===== src/design/adc_consts.svh =====
// Behaviour
// RULE1: a Stop after a successful address, read or write, starts a conversion.
// RULE2: while converting, the address is never acknowledged; afterwards requests are accepted again.
// RULE3: a read shifts out the latest completed result at once, no pipeline delay.
// RULE4: a read sends twelve result bits, then four zero bits, sixteen bits total.
// RULE5: output data changes on serial clock falling edges, master samples on rising.
// RULE6: write data bits are sampled on serial clock rising edges.
// RULE7: after a read the master uses Repeated Start to write, or Stop to convert.
// RULE8: a write loads a six-bit configuration word: input selection and operating modes.
// RULE9: configuration arrives most significant first, select bit first, sleep bit sixth.
// RULE10: differential mode: channel selects pick the pair, odd/sign picks which is positive.
// RULE11: single-ended mode: positive input is 2*select+odd/sign, negative is the common input.
// RULE12: every conversion may use a new selection, independent of the previous one.
// RULE13: one configuration bit picks unipolar or bipolar range, which sets result coding.
// RULE14: one configuration bit requests sleep while the converter is inactive.
// RULE15: the device is only a slave and never drives the serial clock.
// RULE16: data line released while receiving, driven only open-drain low while transmitting.
// RULE17: each address pin is decoded as low, high or floating into the address.
// RULE18: approximation resolves result bits from most to least significant.
// RULE19: at conversion end the twelve-bit result moves into output latches.
// RULE20: conversion is internally timed and finishes within 1.8 microseconds.
// RULE21: when addressed, a write takes configuration, a read returns the last result.
// RULE22: new configuration applies at the next Stop; output is two acknowledged bytes. The sleep bit drives sleep_request as soon as it is received.
`ifndef ADC_CONSTS_SVH
`define ADC_CONSTS_SVH

// configuration word field positions, first received bit is bit 5
`define CFG_SINGLE_ENDED_BIT 5
`define CFG_ODD_SIGN_BIT 4
`define CFG_CHANNEL_HI_BIT 3
`define CFG_CHANNEL_LO_BIT 2
`define CFG_POLARITY_BIT 1
`define CFG_SLEEP_BIT 0
`define CFG_RESET 6'h00
`define RESULT_RESET 12'h000
`define SAR_FIRST_TRIAL 12'h800

// bit counts on the serial bus
`define BITS_PER_BYTE 4'h8
`define LAST_BIT_OF_BYTE 4'h7
`define CFG_LAST_BIT 4'h5
`define TAIL_ZEROS 4'h0

// conversion timing
`define CLK_PERIOD_NS 100
`define CONV_MAX_NS 1800
`define CONV_MAX_CYCLES (`CONV_MAX_NS / `CLK_PERIOD_NS)

`endif


===== src/design/adc_types_pkg.sv =====
package adc_types_pkg;
    typedef enum logic [2:0] {
        B_IDLE, B_ADDR, B_AACK, B_RD, B_MACK, B_WR, B_WACK, B_SKIP
    } bus_state_e;
    typedef enum logic [1:0] {C_IDLE, C_SAMPLE, C_BITS} conv_state_e;
    typedef logic [5:0] config_t;
    typedef logic [11:0] code_t;
endpackage : adc_types_pkg


===== src/design/i2c_adc_conversion_control.sv =====
`timescale 1ns/10ps
`include "adc_consts.svh"
module i2c_adc_conversion_control import adc_types_pkg::*; #(
    parameter logic [6:0] ADDR_BASE = 7'h10, // arbitrary base address
    parameter int STEP_DIV = 1
) (
    input wire logic clk,
    input wire logic rst_b,
    input wire logic scl_in,
    input wire logic sda_in,
    output logic sda_out,
    output logic sda_oe,
    input wire logic [1:0] address_pin_a,
    input wire logic [1:0] address_pin_b,
    input wire logic comp_in,
    output code_t dac_code,
    output logic sample_hold,
    output logic [2:0] mux_pos,
    output logic [2:0] mux_neg,
    output logic mux_neg_common,
    output logic polarity_select,
    output logic sleep_request,
    output logic busy
);
    localparam int CONV_HI = `CONV_MAX_CYCLES * STEP_DIV; // slower conversion clock scales it

    logic rst_meta;
    logic rst_sync_b;
    logic [6:0] own_addr;
    logic [6:0] next_own_addr;
    logic strap_done;
    logic [1:0] pin_a_digit;
    logic [1:0] pin_b_digit;
    logic scl_q;
    logic sda_q;
    logic scl_rise;
    logic scl_fall;
    logic start_seen;
    logic stop_seen;
    bus_state_e bus_state, next_bus_state;
    logic [3:0] bit_cnt, next_bit_cnt;
    logic [7:0] rx, next_rx;
    logic [15:0] tx, next_tx;
    logic next_sda_oe;
    logic addressed, next_addressed;
    logic read_dir, next_read_dir;
    logic second_byte, next_second_byte;
    logic master_nack, next_master_nack;
    config_t cfg, next_cfg;
    logic conv_req, next_conv_req;
    conv_state_e conv_state, next_conv_state;
    code_t next_dac_code;
    code_t result, next_result;
    logic [3:0] bit_idx, next_bit_idx;
    logic [7:0] div_cnt, next_div_cnt;
    logic next_sample_hold;
    logic [2:0] next_mux_pos;
    logic [2:0] next_mux_neg;
    logic next_mux_neg_common;
    logic next_polarity_select;
    logic next_sleep_request;
    logic next_busy;

    // reset release through two flops
    always_ff @(posedge clk or negedge rst_b) begin
        if (!rst_b) begin
            rst_meta <= 1'b0;
            rst_sync_b <= 1'b0;
        end else begin
            rst_meta <= 1'b1;
            rst_sync_b <= rst_meta;
        end
    end

    // three-state pin decode: low 0, high 1, float 2
    always_comb begin
        pin_a_digit = address_pin_a[1] ? 2'h2 : {1'b0, address_pin_a[0]}; // RULE17
        pin_b_digit = address_pin_b[1] ? 2'h2 : {1'b0, address_pin_b[0]}; // RULE17
        next_own_addr = ADDR_BASE + 7'(3 * pin_a_digit) + 7'(pin_b_digit); // RULE17
    end

    // straps caught once after reset release
    always_ff @(posedge clk or negedge rst_sync_b) begin
        if (!rst_sync_b) begin
            own_addr <= 7'h00;
            strap_done <= 1'b0;
        end else if (!strap_done) begin
            own_addr <= next_own_addr;
            strap_done <= 1'b1;
        end
    end

    // bus line history and condition detect, scl is input only
    always_comb begin
        scl_rise = scl_in & ~scl_q; // RULE15
        scl_fall = ~scl_in & scl_q;
        start_seen = scl_in & scl_q & sda_q & ~sda_in;
        stop_seen = scl_in & scl_q & ~sda_q & sda_in;
    end

    // serial slave next state
    always_comb begin
        next_bus_state = bus_state;
        next_bit_cnt = bit_cnt;
        next_rx = rx;
        next_tx = tx;
        next_sda_oe = sda_oe;
        next_addressed = addressed;
        next_read_dir = read_dir;
        next_second_byte = second_byte;
        next_master_nack = master_nack;
        next_cfg = cfg;
        next_conv_req = 1'b0;
        if (!strap_done) begin
            next_bus_state = B_IDLE;
        end else if (stop_seen) begin
            next_bus_state = B_IDLE;
            next_sda_oe = 1'b0;
            next_conv_req = addressed; // RULE1 RULE22
            next_addressed = 1'b0;
        end else if (start_seen) begin
            next_bus_state = B_ADDR; // RULE7
            next_bit_cnt = 4'h0;
            next_sda_oe = 1'b0;
        end else begin
            case (bus_state)
                B_ADDR: begin
                    if (scl_rise && bit_cnt != `BITS_PER_BYTE) begin
                        next_rx = {rx[6:0], sda_in}; // RULE6
                        next_bit_cnt = bit_cnt + 4'h1;
                    end else if (scl_fall && bit_cnt == `BITS_PER_BYTE) begin
                        if (rx[7:1] == own_addr && !busy) begin // RULE2
                            next_sda_oe = 1'b1;
                            next_addressed = 1'b1;
                            next_read_dir = rx[0];
                            next_bus_state = B_AACK;
                        end else begin
                            next_bus_state = B_SKIP; // RULE2
                        end
                    end
                end
                B_AACK: begin
                    if (scl_fall) begin
                        next_bit_cnt = 4'h0;
                        if (read_dir) begin
                            next_tx = {result, `TAIL_ZEROS}; // RULE3 RULE4 RULE21
                            next_sda_oe = ~result[11]; // RULE5 RULE16
                            next_second_byte = 1'b0;
                            next_bus_state = B_RD;
                        end else begin
                            next_sda_oe = 1'b0;
                            next_bus_state = B_WR;
                        end
                    end
                end
                B_RD: begin
                    if (scl_fall) begin
                        if (bit_cnt == `LAST_BIT_OF_BYTE) begin
                            next_sda_oe = 1'b0;
                            next_bus_state = B_MACK; // RULE22
                        end else begin
                            next_sda_oe = ~tx[14]; // RULE5 RULE16
                            next_tx = {tx[14:0], 1'b0};
                            next_bit_cnt = bit_cnt + 4'h1;
                        end
                    end
                end
                B_MACK: begin
                    if (scl_rise) begin
                        next_master_nack = sda_in;
                    end else if (scl_fall) begin
                        if (!master_nack && !second_byte) begin
                            next_sda_oe = ~tx[14]; // RULE5 RULE22
                            next_tx = {tx[14:0], 1'b0};
                            next_bit_cnt = 4'h0;
                            next_second_byte = 1'b1;
                            next_bus_state = B_RD;
                        end else begin
                            next_bus_state = B_SKIP;
                        end
                    end
                end
                B_WR: begin
                    if (scl_rise && bit_cnt != `BITS_PER_BYTE) begin
                        next_rx = {rx[6:0], sda_in}; // RULE6
                        next_bit_cnt = bit_cnt + 4'h1;
                        if (bit_cnt == `CFG_LAST_BIT) begin
                            next_cfg = {rx[4:0], sda_in}; // RULE8 RULE9 RULE21
                        end
                    end else if (scl_fall && bit_cnt == `BITS_PER_BYTE) begin
                        next_sda_oe = 1'b1;
                        next_bus_state = B_WACK;
                    end
                end
                B_WACK: begin
                    if (scl_fall) begin
                        next_sda_oe = 1'b0; // RULE16
                        next_bit_cnt = 4'h0;
                        next_bus_state = B_WR;
                    end
                end
                default: begin
                    next_sda_oe = 1'b0;
                end
            endcase
        end
    end

    // serial slave registers
    always_ff @(posedge clk or negedge rst_sync_b) begin
        if (!rst_sync_b) begin
            scl_q <= 1'b1;
            sda_q <= 1'b1;
            bus_state <= B_IDLE;
            bit_cnt <= 4'h0;
            rx <= 8'h00;
            tx <= 16'h0000;
            sda_oe <= 1'b0;
            sda_out <= 1'b0;
            addressed <= 1'b0;
            read_dir <= 1'b0;
            second_byte <= 1'b0;
            master_nack <= 1'b0;
            cfg <= `CFG_RESET;
            conv_req <= 1'b0;
        end else begin
            scl_q <= scl_in;
            sda_q <= sda_in;
            bus_state <= next_bus_state;
            bit_cnt <= next_bit_cnt;
            rx <= next_rx;
            tx <= next_tx;
            sda_oe <= next_sda_oe;
            sda_out <= 1'b0;
            addressed <= next_addressed;
            read_dir <= next_read_dir;
            second_byte <= next_second_byte;
            master_nack <= next_master_nack;
            cfg <= next_cfg;
            conv_req <= next_conv_req;
        end
    end

    // conversion sequencer next state
    always_comb begin
        next_conv_state = conv_state;
        next_dac_code = dac_code;
        next_result = result;
        next_bit_idx = bit_idx;
        next_div_cnt = div_cnt;
        next_sample_hold = 1'b0;
        next_mux_pos = mux_pos;
        next_mux_neg = mux_neg;
        next_mux_neg_common = mux_neg_common;
        next_polarity_select = polarity_select;
        next_busy = busy;
        case (conv_state)
            C_IDLE: begin
                if (conv_req) begin
                    next_mux_pos = {cfg[`CFG_CHANNEL_HI_BIT], cfg[`CFG_CHANNEL_LO_BIT],
                                    cfg[`CFG_ODD_SIGN_BIT]}; // RULE10 RULE11 RULE12
                    next_mux_neg = {cfg[`CFG_CHANNEL_HI_BIT], cfg[`CFG_CHANNEL_LO_BIT],
                                    ~cfg[`CFG_ODD_SIGN_BIT]}; // RULE10
                    next_mux_neg_common = cfg[`CFG_SINGLE_ENDED_BIT]; // RULE11
                    next_polarity_select = cfg[`CFG_POLARITY_BIT]; // RULE13
                    next_sample_hold = 1'b1;
                    next_busy = 1'b1;
                    next_conv_state = C_SAMPLE;
                end
            end
            C_SAMPLE: begin
                next_dac_code = `SAR_FIRST_TRIAL; // RULE18
                next_bit_idx = 4'hB;
                next_div_cnt = 8'h00;
                next_conv_state = C_BITS;
            end
            C_BITS: begin
                if (div_cnt == 8'(STEP_DIV - 1)) begin
                    next_div_cnt = 8'h00;
                    if (!comp_in) begin
                        next_dac_code[bit_idx] = 1'b0;
                    end
                    if (bit_idx == 4'h0) begin
                        // offset binary to two's complement in bipolar range
                        next_result = polarity_select ? next_dac_code :
                            {~next_dac_code[11], next_dac_code[10:0]}; // RULE13 RULE19
                        next_busy = 1'b0; // RULE20
                        next_conv_state = C_IDLE;
                    end else begin
                        next_dac_code[bit_idx - 4'h1] = 1'b1; // RULE18
                        next_bit_idx = bit_idx - 4'h1;
                    end
                end else begin
                    next_div_cnt = div_cnt + 8'h01;
                end
            end
            default: begin
                next_conv_state = C_IDLE;
                next_busy = 1'b0;
            end
        endcase
        next_sleep_request = !next_busy && cfg[`CFG_SLEEP_BIT]; // RULE14
    end

    // conversion sequencer registers
    always_ff @(posedge clk or negedge rst_sync_b) begin
        if (!rst_sync_b) begin
            conv_state <= C_IDLE;
            dac_code <= 12'h000;
            result <= `RESULT_RESET;
            bit_idx <= 4'h0;
            div_cnt <= 8'h00;
            sample_hold <= 1'b0;
            mux_pos <= 3'h0;
            mux_neg <= 3'h1;
            mux_neg_common <= 1'b0;
            polarity_select <= 1'b0;
            sleep_request <= 1'b0;
            busy <= 1'b0;
        end else begin
            conv_state <= next_conv_state;
            dac_code <= next_dac_code;
            result <= next_result;
            bit_idx <= next_bit_idx;
            div_cnt <= next_div_cnt;
            sample_hold <= next_sample_hold;
            mux_pos <= next_mux_pos;
            mux_neg <= next_mux_neg;
            mux_neg_common <= next_mux_neg_common;
            polarity_select <= next_polarity_select;
            sleep_request <= next_sleep_request;
            busy <= next_busy;
        end
    end
endmodule : i2c_adc_conversion_control


===== config.mk =====
export PLATFORM = sky130hd
export DESIGN_NAME = i2c_adc_conversion_control
export DESIGN_NICKNAME = d
export VERILOG_FILES = /design/src/design/adc_types_pkg.sv /design/src/design/i2c_adc_conversion_control.sv
export VERILOG_INCLUDE_DIRS = /design/src /design/src/design
export SDC_FILE = /design/constraint.sdc
export NUM_CORES = 1
export LEC_CHECK = 0
export BUFFER_PORTS_ARGS = -buffer_cell sky130_fd_sc_hd__buf_2
export CAP_MARGIN = 20
export CORE_UTILIZATION = 45
export DETAILED_ROUTE_END_ITERATION = 10
export PLACE_DENSITY = 0.72
export SLEW_MARGIN = 10
export SYNTH_ARGS = -nofsm -noshare
export SYNTH_HDL_FRONTEND = slang
export SYNTH_SLANG_ARGS = --single-unit

===== constraint.sdc =====
create_clock -name clk -period 3.1 [get_ports clk]
set_input_delay 0.31 -clock clk [delete_from_list [all_inputs] [get_ports clk]]
set_output_delay 0.31 -clock clk [all_outputs]
set_load 0.03 [all_outputs]

# Yosys cells after proc, flatten, opt, wreduce, memory -nomap -nowiden
# Index checks and enable logic that the tools add are counted.
# totals
register_bits,103
inputBits,9
output_inout_bits,25
# classes
add_sub_neg,5
n_mul,1
order_cmp,4
n_eq_ne,55
n_mux,89
bitwise,21
reduce_logical,38
# ops
operator,count
15-bit 2-to-1 mux,7
12-bit 2-to-1 mux,6
5-bit inequality test (second input constant),10
3-bit 2-to-1 mux,16
4-bit inequality test (second input constant),12
15-bit case mux with 3 select lines,1
4-bit 2-to-1 mux,10
1-bit 2-to-1 mux,32
2-bit inequality test (second input constant),12
12-bit case mux with 2 select lines,1
11-bit AND reduction,2
3-bit case mux with 6 select lines,1
4-bit case mux with 4 select lines,1
8-bit case mux with 2 select lines,1
3-bit inequality test (second input constant),5
12-bit bitwise AND,1
12-bit NOT,1
12-bit OR,1
12-bit AND reduction,1
6-bit AND reduction,2
1-bit NOT,11
4-bit by 5-bit less-than comparator with 1-bit output (second input constant),2
2-bit 2-to-1 mux,5
10-bit AND reduction,1
other kinds (40),71

# Longest topological paths before layout
# Gate-level depths: netlist of run 1.
# depth
ltp_word,13
ltp_mapped,8

# Worst setup path before layout of run 1
# Ideal clock, no wire load.
# synth_path
kind,register -> register
startpoint,register busy
endpoint,register read_dir
setup_time_ps,128
arrival_ps,1952
required_ps,2972
slack_ps,1020
stages_incl_launch_ff,6
n_path_buf,0
period_less_slack_ps,2080
cell_sequence,dfrtp_1 or3_1 nor4_2 nand2_1 nor4_2 mux2_1
# synth_between
elab_chain_cells,3
# synth_rtl
element,line,source
start: declaration,i2c_adc_conversion_control.sv:23,output logic busy
start signal: assignment,i2c_adc_conversion_control.sv:332,busy <= next_busy;
1-bit zero test,i2c_adc_conversion_control.sv:132,if (rx[7:1] == own_addr && !busy) begin
1-bit logical AND,i2c_adc_conversion_control.sv:132,
7-bit AND reduction (no source line),-,
end signal: assignment,i2c_adc_conversion_control.sv:236,read_dir <= next_read_dir;
end: declaration,i2c_adc_conversion_control.sv:46,"logic read_dir, next_read_dir;"
# Every way passes these cells.
# A chain may end at the register's enable or synchronous reset.

# Final worst setup path of run 1
# layout_path
startpoint,register div_cnt[0]
endpoint,register dac_code[1]
# layout_between
elab_chain_cells,3
# layout_rtl
element,line,source
start: declaration,i2c_adc_conversion_control.sv:55,"logic [7:0] div_cnt, next_div_cnt;"
start signal: assignment,i2c_adc_conversion_control.sv:325,div_cnt <= next_div_cnt;
8-bit zero test,i2c_adc_conversion_control.sv:278,if (div_cnt == 8'(STEP_DIV - 1)) begin
2-bit inequality test (no source line),-,
2-bit AND reduction (no source line),-,
end signal: assignment,i2c_adc_conversion_control.sv:322,dac_code <= next_dac_code;
end: declaration,i2c_adc_conversion_control.sv:16,"output code_t dac_code,"
# Every way passes these cells.

==> impl_metrics.toml, run 1 <==
[clock_network]
postCtsSetupBuffers = 0
cts_tree = "done"
cts_buffers = 9
clk_path_buf_depth = 2
clock_sinks = 95
clk-insertion-delay-late_ns = 0.36
h-tree-depth = 3
clock-root-buffer = "clkbuf_8"
cts.clk_slew.worst_paths_ns = 0.09

[critical_path]
cp_slowest_cell = "nor2_1"
criticalPathCategory = "reg -> reg"
worstPathRequired_ns = 3.40
cp-start-kind = "flip-flop"
arrival_ns = 2.74
path_buf_inv = 2
slowest_delay_ns = 0.45
rr_startpoint = "div_cnt[0]$_DFFE_PN0P_"
worstSetupEndpointType = "flip-flop"
crit_chain = "inv_1 -> ha_1 -> nor3b_1 -> nand3_1 -> buf_4 -> nor2_1 -> a32o_1"
crit_fanout = 9
timing.critical_path.max_delay_family = "simple AND/OR/NAND/NOR gates"
crit_start = "div_cnt[0]$_DFFE_PN0P_"

[die]
coreArea_mm2 = 0.0109
start_util = 0.462
std_cell_rows = 38
ioPinCount = 34
die_x_um = 108
die_h_um = 108
die_area_mm2 = 0.0116

[yosys]
synth_seq_area_share = 0.473
synth_top_area_frac = 0.458
synth_warnings = 0
synth_cells = 500
synthesis.area_mm2 = 0.00503
yosys-top-cells-area = "dfrtp_1, mux2_2, o21ai_0"
ys_ff_latch = 95
synth.distinct_cells = 63
async_reset_ff_frac = 1.00
synth_edf_count = 0
yosysTopAreaCell = "dfrtp_1"
syn_avg_cell_area_um2 = 10.1
synthFlopType = "dfrtp_1"

[placed_design]
io_buffers = 32
post-dp-hpwl_um = 7320
gp_congestion = 0.849
dp.cells = 652
place_area_mm2 = 0.00529
pre_cts_ws_ns = 0.728

[sta]
setup_viol = 0
setup_slack_ns = 0.667
finalCritPeriodShare = 0.785
final_hold_viol_count = 0
min_period_ns = 2.43
timing.hold.ws_ns = 0.135
finalMaxSlewViolations = 0
final.setup_skew_ns = 0.0112
tns_ns = 0
slew_headroom = 0.506
tightestPinTransition_ns = 0.737
fmax_mhz = 411
rsz0062_at_grt = "no"

[power]
clkPwrFrac = 0.344
seqPwrFrac = 0.567
total_leakage_power_nw = 2.47
peakVddDrop_uv = 229
power_switching_uw = 611
power_density_mw_per_mm2 = 440
power.total_mw = 2.42
combPwrFrac = 0.089
swShare = 0.252
internal_power_mw = 1.81

[routing]
drt-total-wl_um = 10100
via_count = 3737
drc = 0
firstDrtPassIters = 4
vias_per_cell = 5.59
drt_iter0_drc = 216
ant_nets = 0
wl_per_cell_um = 15.2

[final_layout]
fin_cells = 669
fin_area_mm2 = 0.00550
diodes = 0
drive_above_1_share = 0.176
area_growth_pct = 9.35
final_util = 0.505
final_nets = 551

[global_routing]
antenna_found_initial = 0
grt_pass1_wl_um = 17400
grt_max_degree = 35
grt_pass1_vias = 3591
track_usage = 0.192
grt_overflow = 0

[hold_path]
hold_start = "scl_in"
hp-class = "in -> reg"

[run_status]
status = "finished clean"

[flow_run]
maxCapViolations = 0
-- registers in the layout, indices dropped and copies added (netlist names), 5 cells and up --
register / flops
div_cnt: 8
cfg: 6
rx: 8
result: 12
tx: 11
own_addr: 5
dac_code: 12
-- layer usage --
metal  routed length [µm]  GRT usage  vias up
met2                 5060      0.312       60
met3                  335     0.0327       12
met4                  166     0.0695        0
li1                     -          -     1824
met1                 4580      0.257     1841
met5                    0          0        -
-- power by group through the flow --
stage          Clock, mW  Combinational (mW)  Sequential, mW
2_1_floorplan          0               0.158            1.38
3_3_place_gp           0               0.210            1.39
3_5_place_dp           0               0.217            1.40
4_1_cts            0.847               0.220            1.37
5_1_grt            0.912               0.246            1.38
6_report           0.833               0.216            1.37
-- layout by cell type (no fill, tap or decap), types with 8 or more instances in the layout --
cell / instances
nand2_1: 38
mux2i_1: 15
inv_1: 25
nand3_1: 23
mux2_2: 24
ha_1: 17
clkbuf_8: 11
nor2b_1: 8
o21ai_0: 43
nor2_1: 37
nand2b_1: 10
a21oi_1: 23
dfrtp_1: 91
buf_2: 32
-- cell families after synthesis --
kind of cell,count (synthesis),share of synthesized area
mux,40,0.0858
flops,95,0.473
other cells,2,0.00149
fa+ha+maj,18,0.0463
buf+inv,51,0.0428
xor+xnor,10,0.0174
compound gates,119,0.151
simple gates,165,0.182
-- worst register-to-register path, stage by stage (launching register included) --
cell and delay (ns):
dfrtp_1 0.41, inv_1 0.10, ha_1 0.17, nor3b_1 0.39, nand3_1 0.32, buf_4 0.26
nor2_1 0.45, a32o_1 0.28
-- synthesized netlist by cell type, types with 5 or more instances --
library cell / instances
inv_1: 25
o31ai_1: 7
nand3b_1: 5
ha_1: 17
xor2_1: 7
mux2i_1: 15
nor3_1: 7
dfrtp_1: 92
nand3_1: 23
nor2_1: 37
o21ai_0: 43
clkbuf_1: 18
a32o_1: 6
nor3b_1: 6
mux2_2: 24
nand2b_1: 10
a21oi_1: 23
nor2b_1: 8
nand2_1: 38
-- worst paths after layout --
path / end / slack, ns / depth (start not counted)
worst max register to register: dac_code[1]$_DFFE_PN0P_ / 0.67 / 7
worst max-delay path: dac_code[1]$_DFFE_PN0P_ / 0.67 / 7
max in group asynchronous: bit_cnt[1]$_DFFE_PN0P_ / 2.05 / 1
worst min register to register: div_cnt[3]$_DFFE_PN0P_ / 0.28 / 0
min in group asynchronous: rst_sync_b$_DFF_PN0_ / 0.24 / 2
worst min-delay path: scl_q$_DFF_PN1_ / 0.13 / 1
-- area by class of cell --
class,count,area [µm²]
clock inverter,3,42.5
timing repair buffer,38,208
sequential,95,2380
fill,986,5390
multi-input combinational,355,2440
inverter,25,93.8
tap,140,175
clock buffer,13,159
-- what timing repair did --
action | CTS | global route
resized for setup | 0 | 0
hold endpoints to repair | 2 | 0
hold buffers | 1 | 0
setup endpoints to repair | 0 | 0
No activity file was read; power rests on OpenSTA's default activity.
==> inputs of run 2 (changes only) <==
- PLACE_DENSITY: 0.72 -> 0.75
- clock period: 3.1 -> 2.2 ns (I/O delays scaled with it)
==> run 2 against run 1 <==
Combinational power rose by 55%. Register-to-register slack got worse by 0.54 ns. Global-route usage rose by 0.39 points. Sequential share of layout area shrank 0.84 points. Hold slack got worse by 0.087 ns. First-iteration DRC count increased by 33%. Non-clock buffer count rose by 13. Critical endpoint is now bit_cnt[2]$_DFFE_PN0P_.
==> impl_metrics.toml, run 2 (synthesis gave the netlist of run 1 again) <==
[final_layout]
area_growth_pct = 11.6
regArea_mm2 = 0.00239
final_nets = 564
reg.largest.list = "dac_code (12), result (12), tx (11)"
final_util = 0.516
diodes = 0
final_cell_mix = "dfrtp_1, o21ai_0, nand2_1"
final_common_cell = "dfrtp_1"
fin_cells = 682
n_fill_cell = 973
multi_input_area_mm2 = 0.00246
drive_above_1_share = 0.201

[critical_path]
arrival_ns = 2.33
criticalPathCategory = "reg -> reg"
crit_chain = "inv_1 -> ha_1 -> and3b_1 -> nor4b_4 -> o221ai_2 -> a21o_1 -> a221o_1"
worstPathRequired_ns = 2.46
r2r_cells = 7
rr_startpoint = "bit_cnt[1]$_DFFE_PN0P_"
worstSetupEndpointType = "flip-flop"
worstReg2RegEnd = "bit_cnt[2]$_DFFE_PN0P_"
r2r_slack_ns = 0.13
cp-start-kind = "flip-flop"
slowest_delay_ns = 0.41
cp_slowest_cell = "dfrtp_1"
crit_fanout = 6

[sta]
tightestPinTransition_ns = 0.675
tns_ns = 0
setup_viol = 0
fmax_mhz = 483
rsz0062_at_grt = "no"
slew_headroom = 0.550
min_period_ns = 2.07
final.setup_skew_ns = 0.0115
final_hold_viol_count = 0
finalMaxSlewViolations = 0
finalCritPeriodShare = 0.940

[routing]
via_count = 3845
drt-total-wl_um = 10500
ant_nets = 0
wl_per_cell_um = 15.4
drc = 0
vias_per_cell = 5.64
firstDrtPassIters = 5
drt_iter0_drc = 287

[placed_design]
post-dp-hpwl_um = 7600
dp.cells = 665
gp_congestion = 0.953
io_buffers = 32

[clock_network]
cts_tree = "done"
clock_sinks = 95
clk_path_buf_depth = 2
cts.clk_slew.worst_paths_ns = 0.10
h-tree-depth = 3
clk-insertion-delay-late_ns = 0.37
cts_buffers = 9
clock-root-buffer = "clkbuf_8"

[hold_path]
min_to = "sda_q$_DFF_PN1_"
hold-path-cell-count = 1
hold_start = "sda_in"
hp-class = "in -> reg"

[power]
total_leakage_power_nw = 2.53
power.total_mw = 3.34
peakVddDrop_uv = 337
power_density_mw_per_mm2 = 596

[run_status]
status = "finished clean"

[die]
die_x_um = 108
start_util = 0.462
coreArea_mm2 = 0.0109
die_h_um = 108
ioPinCount = 34
die_area_mm2 = 0.0116
std_cell_rows = 38

[global_routing]
grt_pass1_wl_um = 17900
antenna_found_initial = 0
grt_pass1_vias = 3767
track_usage = 0.196
grt_overflow = 0
grt_max_degree = 45

[flow_run]
maxCapViolations = 0
run 2: cell types whose count changed in the layout (fill, tap and decap cells not counted), sizes merged:
cell,previous run,this run
clkbuf,13,12
bufinv,1,0
inv,25,27
buf,37,50
run 2: report_power, final:
group          total (mW)  switching (mW)  internal, mW
clock                1.08           0.625         0.450
combinational       0.335           0.181         0.154
sequential           1.93           0.109          1.82
run 2: metal layers:
metal  track usage  part of all wire  up-vias
met2         0.322              0.49       79
met4        0.0714             0.014        0
li1              -                 -     1843
met1         0.259              0.46     1906
met5             0                 0        -
met3        0.0345             0.035       17
run 2: worst max path at each step:
stage / start / endpoint / slack, ns / cells past startpoint
final: bit_cnt[1]$_DFFE_PN0P_ / bit_cnt[2]$_DFFE_PN0P_ / 0.13 / 7
after global routing: bit_cnt[1]$_DFFE_PN0P_ / bit_cnt[3]$_DFFE_PN0P_ / 0.01 / 7
after CTS: busy$_DFF_PN0_ / read_dir$_DFFE_PN0P_ / 0.06 / 5
after detailed placement: busy$_DFF_PN0_ / read_dir$_DFFE_PN0P_ / 0.08 / 5
after global placement: busy$_DFF_PN0_ / read_dir$_DFFE_PN0P_ / 0.19 / 5
after floorplan: busy$_DFF_PN0_ / read_dir$_DFFE_PN0P_ / 0.12 / 5
run 2: area by class of cell:
cell class | instances | share of cell area
Multi-Input combinational cell | 355 | 0.439
Sequential cell | 95 | 0.425
Timing Repair Buffer | 51 | 0.0566
Tap cell | 140 | 0.0312
Clock buffer | 12 | 0.0259
Inverter | 25 | 0.0167
Clock inverter | 4 | 0.00535
run 2: critical path: cells and delay by family, from the launching register on:
kind | cells | cell delay (ns)
AOI/OAI and AO/OA | 3 | 0.75
and+or+nand+nor | 2 | 0.53
adders and majority gates | 1 | 0.19
buffers and inverters | 1 | 0.08
DFF | 1 | 0.41
run 2: timing repair:
item | CTS | global route
hold endpoints to repair | 2 | 0
resized for setup | 0 | 5
setup endpoints to repair | 0 | 4
hold buffers | 1 | 0
buffers inserted | 0 | 0
run 2: stage by stage:
| stage | instance area [µm²] | hold slack [ns] | setup WS [ns] |
|---|---|---|---|
| global route | 5610 | 0.0363 | 0.0102 |
| detailed placement | 5400 | 0.00750 | 0.0786 |
| CTS | 5590 | 0.0363 | 0.0589 |
| global placement | 5400 | 0.00663 | 0.191 |
| finish | 5610 | 0.0482 | 0.131 |
| floorplan | 5040 | -0.0756 | 0.120 |
